==> src/ibr_pkg.sv <==
// Functional notes
// - A read-only 8-bit receive buffer returns the last byte moved in from the receive shift register.
// - A writable 8-bit transmit buffer holds a byte until it is loaded into the transmit shift register.
// - Writing the transmit buffer clears the transmit-buffer-empty flag.
// - The 10-bit target address is used only while the block acts as bus master.
// - The target address is right-justified, its lowest bit at position zero.
// - In 7-bit addressing, bit 6 of the target address is the top bit and bits 9 to 7 are ignored.
// - In 10-bit addressing the whole target field is used, bit 9 being the top bit.
// - The shared enable register holds the channel-0 transmit enable at bit 3 and receive enable at bit 2.
// - The channel-0 transmit flag is set whenever the transmit buffer is empty.
package ibr_pkg;
  // ==========================================================
  // register port
  localparam int AW = 4;
  localparam int DW = 16;
  localparam logic [AW-1:0] OFF_RX_BUF = 4'h0;
  localparam logic [AW-1:0] OFF_TX_BUF = 4'h1;
  localparam logic [AW-1:0] OFF_OWN_ADDR = 4'h2;
  localparam logic [AW-1:0] OFF_TGT_ADDR = 4'h3;
  localparam logic [AW-1:0] OFF_EVT_IE = 4'h4;
  localparam logic [AW-1:0] OFF_CH0_IE = 4'h5;
  localparam logic [AW-1:0] OFF_CH0_FLAG = 4'h6;
  localparam logic [AW-1:0] OFF_EVT_STAT = 4'h7;
  localparam logic [AW-1:0] OFF_CTL = 4'h8;
  // ==========================================================
  // field layout
  localparam int ADDR_W = 10;
  localparam int OA_GCEN_BIT = 15;
  localparam int CH0_TX_BIT = 3;
  localparam int CH0_RX_BIT = 2;
  localparam int EV_NACK = 3;
  localparam int EV_STOP = 2;
  localparam int EV_START = 1;
  localparam int EV_ARB = 0;
  localparam int CTL_MASTER = 0;
  localparam int CTL_TEN = 1;
  localparam int CTL_READ = 2;
  localparam int CTL_START = 3;
  // ==========================================================
  // constants and reset values
  localparam logic [4:0] TEN_PREFIX = 5'h1E;
  localparam logic [3:0] LAST_BIT = 4'h7;
  localparam logic [3:0] ACK_BIT = 4'h8;
  localparam logic [3:0] EV_RST = 4'h0;
  localparam logic [ADDR_W-1:0] ADDR_RST = 10'h000;
  localparam logic [7:0] BYTE_ZERO = 8'h00;
  typedef enum logic [1:0] {
    PH_IDLE = 2'b00,
    PH_ADR1 = 2'b01,
    PH_ADR2 = 2'b11,
    PH_DATA = 2'b10
  } ibr_phase_e;
endpackage

==> src/ibr_core.sv <==
// Chosen here: the placing of the registers and strobed register access.
`timescale 1ns/100ps
module ibr_core (
  input wire logic mclk, // 25 MHz clock
  input wire logic sys_rst, // synchronous reset, high
  input wire logic [ibr_pkg::AW-1:0] reg_addr, // register index
  input wire logic [ibr_pkg::DW-1:0] reg_wdata, // write data
  input wire logic reg_wr, // write strobe
  input wire logic reg_rd, // read strobe
  output logic [ibr_pkg::DW-1:0] reg_rdata, // read data, next cycle
  input wire logic scl_i, // bus clock level
  input wire logic sda_i, // bus data level
  output logic sda_o, // data out, always low
  output logic sda_oe, // pulls data low while high
  output logic irq // level interrupt
);
  import ibr_pkg::*;

  // ==========================================================
  // pin synchronisers and condition detect
  logic scl_s1_r, scl_s2_r, scl_d_r, sda_s1_r, sda_s2_r, sda_d_r;
  always_ff @(posedge mclk) begin
    if (sys_rst) begin
      {scl_s1_r, scl_s2_r, scl_d_r} <= 3'h7;
      {sda_s1_r, sda_s2_r, sda_d_r} <= 3'h7;
    end else begin
      {scl_s1_r, scl_s2_r, scl_d_r} <= {scl_i, scl_s1_r, scl_s2_r};
      {sda_s1_r, sda_s2_r, sda_d_r} <= {sda_i, sda_s1_r, sda_s2_r};
    end
  end
  wire scl_rise = scl_s2_r & ~scl_d_r;
  wire scl_fall = ~scl_s2_r & scl_d_r;
  wire scl_high = scl_s2_r & scl_d_r;
  wire start_det = scl_high & sda_d_r & ~sda_s2_r;
  wire stop_det = scl_high & ~sda_d_r & sda_s2_r;

  // ==========================================================
  // registers
  logic [7:0] rx_byte_field_r, tx_byte_field_r, rx_sh_r, tx_sh_r;
  logic tx_full_r, ifg_rx_r, general_call_respond_en_r;
  logic [ADDR_W-1:0] own_address_field_r, target_address_field_r;
  logic [3:0] evt_ie_r, evt_stat_r, ctl_r, cnt_r;
  logic ch0_tx_irq_en_r, ch0_rx_irq_en_r;
  logic drv_r, addressed_r, sda_oe_r, irq_r;
  logic [DW-1:0] rdata_r;
  ibr_phase_e phase_r, phase_nxt;

  function automatic logic hit(input logic [AW-1:0] a,
                               input logic [AW-1:0] off);
    hit = (a == off);
  endfunction

  wire wr_tx = reg_wr & hit(reg_addr, OFF_TX_BUF);
  wire wr_own = reg_wr & hit(reg_addr, OFF_OWN_ADDR);
  wire wr_tgt = reg_wr & hit(reg_addr, OFF_TGT_ADDR);
  wire wr_ie = reg_wr & hit(reg_addr, OFF_EVT_IE);
  wire wr_ch0_ie = reg_wr & hit(reg_addr, OFF_CH0_IE);
  wire wr_ch0_flag = reg_wr & hit(reg_addr, OFF_CH0_FLAG);
  wire wr_stat = reg_wr & hit(reg_addr, OFF_EVT_STAT);
  wire wr_ctl = reg_wr & hit(reg_addr, OFF_CTL);
  wire rd_rx = reg_rd & hit(reg_addr, OFF_RX_BUF);

  // ==========================================================
  // shift engine decode
  wire is_master = ctl_r[CTL_MASTER];
  wire ten_mode = ctl_r[CTL_TEN];
  wire rd_mode = ctl_r[CTL_READ];
  wire busy = (phase_r != PH_IDLE);
  wire bit_in = sda_s2_r;
  wire [7:0] rx_next = {rx_sh_r[6:0], bit_in};
  // address byte: 7-bit form drops bits 9..7, 10-bit form sends the
  // prefix with bits 9..8 first, then bits 7..0 as a second byte
  wire [7:0] addr_byte1 = ten_mode ?
    {TEN_PREFIX, target_address_field_r[9:8], rd_mode} :
    {target_address_field_r[6:0], rd_mode};
  wire byte_done = scl_rise & busy & (cnt_r == LAST_BIT);
  wire ack_rise = scl_rise & busy & (cnt_r == ACK_BIT);
  wire arb_lost = scl_rise & busy & drv_r & is_master &
                  (cnt_r < ACK_BIT) & ~sda_oe_r & ~bit_in;
  wire own_hit = (rx_next[7:1] == own_address_field_r[6:0]);
  wire gc_hit = general_call_respond_en_r & (rx_next == BYTE_ZERO);
  wire rx_store = byte_done & (phase_r == PH_DATA) & ~drv_r &
                  (is_master | addressed_r);
  wire nack_det = ack_rise & is_master & drv_r & bit_in;
  wire need_second = is_master & ten_mode & (phase_r == PH_ADR1);
  // next byte comes from the buffer only when writing as master
  wire tx_load = ack_rise & is_master & drv_r & ~bit_in & ~need_second &
                 ~rd_mode & tx_full_r;
  wire ack_mine = ~drv_r & (is_master ? (phase_r == PH_DATA) : addressed_r);
  wire start_gen = ctl_r[CTL_START] & is_master & ~busy & scl_high;
  wire [3:0] evt_set = {nack_det, stop_det, start_det, arb_lost};

  always_comb begin
    phase_nxt = phase_r;
    if (stop_det | arb_lost) begin
      phase_nxt = PH_IDLE;
    end else if (start_det) begin
      phase_nxt = PH_ADR1;
    end else if (ack_rise) begin
      case (phase_r)
        PH_ADR1: phase_nxt = need_second ? PH_ADR2 : PH_DATA;
        PH_ADR2: phase_nxt = PH_DATA;
        default: phase_nxt = phase_r;
      endcase
    end
  end

  // ==========================================================
  // engine state
  always_ff @(posedge mclk) begin
    if (sys_rst) begin
      phase_r <= PH_IDLE;
      cnt_r <= EV_RST;
    end else begin
      phase_r <= phase_nxt;
      if (start_det) begin
        cnt_r <= EV_RST;
      end else if (scl_rise & busy) begin
        cnt_r <= (cnt_r == ACK_BIT) ? EV_RST : cnt_r + 4'h1;
      end
    end
  end

  always_ff @(posedge mclk) begin
    if (sys_rst) begin
      rx_sh_r <= BYTE_ZERO;
      addressed_r <= 1'b0;
    end else begin
      if (scl_rise & busy & (cnt_r < ACK_BIT)) begin
        rx_sh_r <= rx_next;
      end
      if (start_det) begin
        addressed_r <= 1'b0;
      end else if (byte_done & (phase_r == PH_ADR1) & ~is_master) begin
        addressed_r <= own_hit | gc_hit;
      end
    end
  end

  // target address only reaches the line while acting as master
  always_ff @(posedge mclk) begin
    if (sys_rst) begin
      tx_sh_r <= BYTE_ZERO;
      drv_r <= 1'b0;
    end else if (stop_det | arb_lost) begin
      drv_r <= 1'b0;
    end else if (start_det) begin
      drv_r <= is_master;
      tx_sh_r <= is_master ? addr_byte1 : BYTE_ZERO;
    end else if (ack_rise & is_master & drv_r) begin
      if (bit_in) begin
        drv_r <= 1'b0;
      end else if (need_second) begin
        tx_sh_r <= target_address_field_r[7:0];
      end else if (tx_load) begin
        tx_sh_r <= tx_byte_field_r;
      end else begin
        drv_r <= 1'b0;
      end
    end else if (scl_fall & busy & (cnt_r < ACK_BIT)) begin
      tx_sh_r <= {tx_sh_r[6:0], 1'b0};
    end
  end

  // open drain: a one is sent by releasing the line
  always_ff @(posedge mclk) begin
    if (sys_rst) begin
      sda_oe_r <= 1'b0;
    end else if (stop_det | arb_lost) begin
      sda_oe_r <= 1'b0;
    end else if (start_gen) begin
      sda_oe_r <= 1'b1;
    end else if (scl_fall & busy) begin
      sda_oe_r <= (cnt_r == ACK_BIT) ? ack_mine : drv_r & ~tx_sh_r[7];
    end
  end

  // ==========================================================
  // buffers, flags and control
  always_ff @(posedge mclk) begin
    if (sys_rst) begin
      rx_byte_field_r <= BYTE_ZERO;
      tx_byte_field_r <= BYTE_ZERO;
      tx_full_r <= 1'b0;
      ifg_rx_r <= 1'b0;
    end else begin
      if (rx_store) begin
        rx_byte_field_r <= rx_next;
      end
      if (wr_tx) begin
        tx_byte_field_r <= reg_wdata[7:0];
      end
      // a write beside a load keeps the new byte, so the buffer stays full
      tx_full_r <= wr_tx | (tx_full_r & ~tx_load);
      ifg_rx_r <= rx_store |
        (ifg_rx_r & ~rd_rx & ~(wr_ch0_flag & reg_wdata[CH0_RX_BIT]));
    end
  end

  always_ff @(posedge mclk) begin
    if (sys_rst) begin
      general_call_respond_en_r <= 1'b0;
      own_address_field_r <= ADDR_RST;
      target_address_field_r <= ADDR_RST;
      evt_ie_r <= EV_RST;
      ch0_tx_irq_en_r <= 1'b0;
      ch0_rx_irq_en_r <= 1'b0;
    end else begin
      if (wr_own) begin
        general_call_respond_en_r <= reg_wdata[OA_GCEN_BIT];
        own_address_field_r <= reg_wdata[ADDR_W-1:0];
      end
      if (wr_tgt) begin
        target_address_field_r <= reg_wdata[ADDR_W-1:0];
      end
      if (wr_ie) begin
        evt_ie_r <= reg_wdata[3:0];
      end
      if (wr_ch0_ie) begin
        ch0_tx_irq_en_r <= reg_wdata[CH0_TX_BIT];
        ch0_rx_irq_en_r <= reg_wdata[CH0_RX_BIT];
      end
    end
  end

  always_ff @(posedge mclk) begin
    if (sys_rst) begin
      evt_stat_r <= EV_RST;
      ctl_r <= EV_RST;
    end else begin
      evt_stat_r <= evt_set |
        (evt_stat_r & ~({4{wr_stat}} & reg_wdata[3:0]));
      if (wr_ctl) begin
        ctl_r <= reg_wdata[3:0];
      end else if (start_det) begin
        ctl_r[CTL_START] <= 1'b0;
      end
    end
  end

  wire pending = |(evt_stat_r & evt_ie_r) |
                 (~tx_full_r & ch0_tx_irq_en_r) |
                 (ifg_rx_r & ch0_rx_irq_en_r);

  // ==========================================================
  // read port and outputs
  logic [DW-1:0] rd_mux;
  always_comb begin
    if (hit(reg_addr, OFF_RX_BUF)) begin
      rd_mux = {8'h00, rx_byte_field_r};
    end else if (hit(reg_addr, OFF_TX_BUF)) begin
      rd_mux = {8'h00, tx_byte_field_r};
    end else if (hit(reg_addr, OFF_OWN_ADDR)) begin
      rd_mux = {general_call_respond_en_r, 5'h00, own_address_field_r};
    end else if (hit(reg_addr, OFF_TGT_ADDR)) begin
      rd_mux = {6'h00, target_address_field_r};
    end else if (hit(reg_addr, OFF_EVT_IE)) begin
      rd_mux = {12'h000, evt_ie_r};
    end else if (hit(reg_addr, OFF_CH0_IE)) begin
      rd_mux = {12'h000, ch0_tx_irq_en_r, ch0_rx_irq_en_r, 2'h0};
    end else if (hit(reg_addr, OFF_CH0_FLAG)) begin
      rd_mux = {12'h000, ~tx_full_r, ifg_rx_r, 2'h0};
    end else if (hit(reg_addr, OFF_EVT_STAT)) begin
      rd_mux = {12'h000, evt_stat_r};
    end else if (hit(reg_addr, OFF_CTL)) begin
      rd_mux = {12'h000, ctl_r};
    end else begin
      rd_mux = 16'h0000;
    end
  end

  always_ff @(posedge mclk) begin
    if (sys_rst) begin
      rdata_r <= 16'h0000;
      irq_r <= 1'b0;
    end else begin
      rdata_r <= reg_rd ? rd_mux : 16'h0000;
      irq_r <= pending;
    end
  end

  assign reg_rdata = rdata_r;
  assign sda_o = 1'b0;
  assign sda_oe = sda_oe_r;
  assign irq = irq_r;

  // ==========================================================
  // checks
  chk_rx_buffer_load: assert property (@(posedge mclk) disable iff (sys_rst)
    rx_store |=> rx_byte_field_r == $past(rx_next))
    else $error("receive buffer did not take the finished byte");
  chk_tx_buffer_write: assert property (@(posedge mclk)
    disable iff (sys_rst)
    wr_tx |=> tx_byte_field_r == $past(reg_wdata[7:0]))
    else $error("transmit buffer did not take the written byte");
  chk_tx_flag_clear: assert property (@(posedge mclk) disable iff (sys_rst)
    wr_tx ##1 reg_rd && hit(reg_addr, OFF_CH0_FLAG)
    |=> !reg_rdata[CH0_TX_BIT])
    else $error("transmit empty flag still set after a buffer write");
  chk_slave_no_addr: assert property (@(posedge mclk) disable iff (sys_rst)
    start_det && !is_master |=> !drv_r && tx_sh_r == 8'h00)
    else $error("target address used outside master operation");
  chk_addr_seven: assert property (@(posedge mclk) disable iff (sys_rst)
    start_det && is_master && !ten_mode |=>
    tx_sh_r[7:1] == $past(target_address_field_r[6:0]))
    else $error("7-bit address byte wrong");
  chk_addr_ten: assert property (@(posedge mclk) disable iff (sys_rst)
    start_det && is_master && ten_mode |=>
    tx_sh_r[2:1] == $past(target_address_field_r[9:8]))
    else $error("10-bit address byte wrong");
  chk_tx_empty_set: assert property (@(posedge mclk) disable iff (sys_rst)
    tx_load && !wr_tx |=> !tx_full_r ##1 (irq || !ch0_tx_irq_en_r))
    else $error("transmit empty flag not set after load");
  chk_ie_layout: assert property (@(posedge mclk) disable iff (sys_rst)
    wr_ie ##1 reg_rd && hit(reg_addr, OFF_EVT_IE)
    |=> reg_rdata[3:0] == $past(reg_wdata[3:0], 2))
    else $error("event enable register read back wrong");
  chk_irq_gating: assert property (@(posedge mclk) disable iff (sys_rst)
    (evt_stat_r & evt_ie_r) == 4'h0 && !(~tx_full_r & ch0_tx_irq_en_r) &&
    !(ifg_rx_r & ch0_rx_irq_en_r) |=> !irq)
    else $error("interrupt raised with no enabled flag");
  chk_ch0_tx_irq: assert property (@(posedge mclk) disable iff (sys_rst)
    !tx_full_r && ch0_tx_irq_en_r |=> irq)
    else $error("enabled transmit flag gave no interrupt");
endmodule // ibr_core

==> config.mk <==
export PLATFORM = sky130hd
export DESIGN_NAME = ibr_core
export DESIGN_NICKNAME = d
export VERILOG_FILES = /design/src/ibr_pkg.sv /design/src/ibr_core.sv
export SDC_FILE = /design/constraint.sdc
export NUM_CORES = 1
export LEC_CHECK = 0
export BUFFER_PORTS_ARGS = -buffer_cell sky130_fd_sc_hd__buf_2
export CORE_MARGIN = 2
export CORE_UTILIZATION = 25
export CTS_BUF_LIST = sky130_fd_sc_hd__clkbuf_8 sky130_fd_sc_hd__clkbuf_16
export DETAILED_ROUTE_END_ITERATION = 10
export SYNTH_ARGS = -nofsm -noshare
export SYNTH_HDL_FRONTEND = slang
export SYNTH_SLANG_ARGS = --single-unit
export TNS_END_PERCENT = 50
==> constraint.sdc <==
create_clock -name mclk -period 3.11 [get_ports mclk]
set_input_delay 0.311 -clock mclk [delete_from_list [all_inputs] [get_ports mclk]]
set_output_delay 0.311 -clock mclk [all_outputs]
set_load 0.02 [all_outputs]
==> results.md <==
| Item | Value |
|---|---|
| DIE WIDTH | 136.7 µm |
| Post-synth EDFFs | 0 |
| Hold bufs inserted after CTS | 0 |
| Synth unique cells | 56 |
| # port buffers | 33 |
| Clk slew on worst S/H paths | 0.06 ns |
| DR vias | 3537 |
| Total global routing overflow | 0 |
| Hold Fails Final Rpt | 0 |
| Estimated wirelength of the detail-placed design | 7733 µm |
| Htree depth | 3 |
| Primary FF master, synth | dfxtp_1 |
| Setup tns final | 0 ns |
| Total iterations of the first detailed-routing run | 5 |
| Hold Slack | 0.1482 ns |
| Most common library cells after synthesis | dfxtp_1 (95), nor2_1 (67), mux2i_1 (54) |
| Most numerous cell in the Yosys netlist | dfxtp_1 |
| Slew HR | 41.35% |
| Crit path max fanout | 11 |
| Antenna fix cells | 0 |
| DRC violations left | 0 |
| Largest voltage drop on the vdd net | 0.2208 mV |
| Number of buffers created by CTS | 9 |
| Overall global routing resource usage | 12.46% |
| Floorplan row count | 48 |
| Total of max-cap violations | 0 |
| Layout filler cell count | 1815 |
| Power per cell area | 501.8 nW/µm² |
| Routed wire length | 11140 µm |
| Transition time of the tightest slew-check pin | 0.8687 ns |
| Result of the run | complete, no violations |
| Buffers from clock root to sink, at most | 2 |
| Post-synthesis sequential area ratio | 43.18% |
| Via count of the first global-routing pass | 3239 |
| Post-Synthesis Cells | 489 |
| CTS root buf | clkbuf_16 |
| Sink Count | 95 |
| Kind of launch point of the worst setup path | flop |
| Number of post-CTS setup repair buffers | 0 |
| Placeable core region | 17240 µm² |
| Global-route wire length before repair | 17920 µm |
| TritonCTS clock tree | built |
| Later-pin clock latency in the skew report | 0.35 ns |
| Layout cell share with drive strength beyond 1 | 15.63% |
| Average wire per standard cell | 15.11 µm |
| Final Instance Count excl. Fillers | 737 |
| Number of synthesis warnings | 0 |
| Area share of the largest cell type after synthesis | 43.18% |
| Maximum number of pins on one net before global-route repair | 76 |
| Hold Crit Depth | 2 |
| Starting utilization of the core area | 25.55% |
| Die span in y | 136.7 µm |
| Path depth of the worst reg2reg path | 4 |
| Placer's final routability congestion estimate | 0.7778 |
| Placed instance count | 722 |
| Final Slew Violations | 0 |
| Max Clock Skew | 0.009085 ns |
| Final design utilization | 29.17% |
| Drt first-iter violations | 258 |
| RSZ-0062 raised after global routing | no |
| Async SR Flop Fraction | 0% |
| Total Power | 2.523 mW |
| Syn Std Cell Area | 4404 µm² |
| Antenna violations before repair | 0 |
| Path category of the worst min-delay check | input port to flop |
| Vias per std cell | 4.799 |
| Average footprint of a synthesized cell | 9.007 µm² |
| Critical path start-end classification | flop to flop |
| Net total in the final layout | 536 |
| Data arrival, critical path | 2.24 ns |
| Leakage power of the design | 1.837 nW |
| Register bit total from synthesis | 95 |
| CTS-repair resized insts | 0 |
| Worst Path Required | 3.31 ns |
| Num ports | 45 |
| Synth top area cells | dfxtp_1 (43%), mux2i_1 (12%), nor2_1 (5.7%) |
| Final Setup Violations | 0 |
| Cell accounting for the most synthesized area | dfxtp_1 |
| Count of antenna-violating nets left after detailed routing | 0 |
| Peak Freq | 489.9 MHz |
| Total die area | 18700 µm² |
| Area overhead of the layout relative to synthesis | 14.18% |
| Critical path endpoint category | flop |
| Min Tclk post-route | 2.041 ns |
| Tcrit/Tclk final | 65.63% |
-- path summary, 6_finish.rpt --
check,from,endpoint,slack [ns]
max,ctl_r[0]$_SDFFE_PP0P_,phase_r[1]$_SDFFE_PP0P_,1.07
min reg2reg,sda_s1_r$_SDFF_PP1_,bit_in$_SDFF_PP1_,0.41
max reg2reg,ctl_r[0]$_SDFFE_PP0P_,phase_r[1]$_SDFFE_PP0P_,1.07
min,scl_i,scl_s1_r$_SDFF_PP1_,0.15
-- cells by family (layout without fill, tap and decap cells) --
kind of cell	Yosys count	after routing	share of synthesized area, %
AOI/OAI and AO/OA	86	86	12.73
xor gates and xnor gates	7	7	1.392
adders and majority gates	2	2	0.5681
buffers and inverters	45	63	5.000
DFF	95	95	43.18
muxes	61	61	15.68
other	1	6	0.08515
and+or+nand+nor	192	192	21.36
-- sequential cells by signal, summed over array words and instances (netlist names), 2 cells and up --
register                flops
cnt_r                       4
own_address_field_r        10
evt_stat_r                  4
reg_rdata                  11
phase_r                     2
ctl_r                       4
tx_sh_r                     8
target_address_field_r     10
tx_byte_field_r             8
evt_ie_r                    4
rx_byte_field_r             8
rx_sh_r                     7
-- through the flow --
stage               worst slack, ns  cell area (µm²)
finish                        1.069             5029
global route                 0.9181             5029
CTS                           1.085             5029
detailed placement            1.035             4731
global placement              1.035             4731
floorplan                     1.296             4423
-- worst max-delay path, stage by stage (launching register included) --
cell	delay, ns
dfxtp_1	0.55
nand2_1	0.18
or3_1	0.33
o311ai_0	0.73
nor3_1	0.10
-- cell usage in the layout, fill, tap and decap left out, drive strengths merged, types with 3 or more instances in the layout --
cell type   n
xnor2       3
or2         6
nand2      53
nor4        4
mux2i      54
nand2b      6
nor3        7
mux4        6
nor2       69
a211oi     12
o22ai       6
a31oi       4
nand3      15
a21oi      39
conb        6
nor2b       8
dfxtp      95
o21ai       6
inv        10
buf        38
nand4b      6
clkinv      3
clkbuf     11
a22oi       8
xor2        4
-- area by class of cell --
cell class	instances	area [µm²]	area share, %
clock buffer	11	252.7	5.026
clock inverter	4	45.04	0.8957
inverter	10	37.54	0.7465
multi-input combinational	354	2307	45.88
sequential	95	1902	37.82
tap	225	281.5	5.598
timing repair buffer	38	202.7	4.031
-- power breakdown --
group | total [mW] | switching [mW] | internal [mW]
clock | 1.11 | 0.456 | 0.658
combinational | 0.156 | 0.103 | 0.0530
sequential | 1.25 | 0.0173 | 1.24
-- per-layer routing --
| metal | track usage [%] | wire (µm) |
|---|---|---|
| met2 | 18.92 | 5065 |
| met4 | 5.208 | 203 |
| met5 | 0 | 0 |
| met3 | 1.667 | 505 |
| met1 | 17.67 | 5361 |
Note: power is estimated with default switching activity, not from simulation.
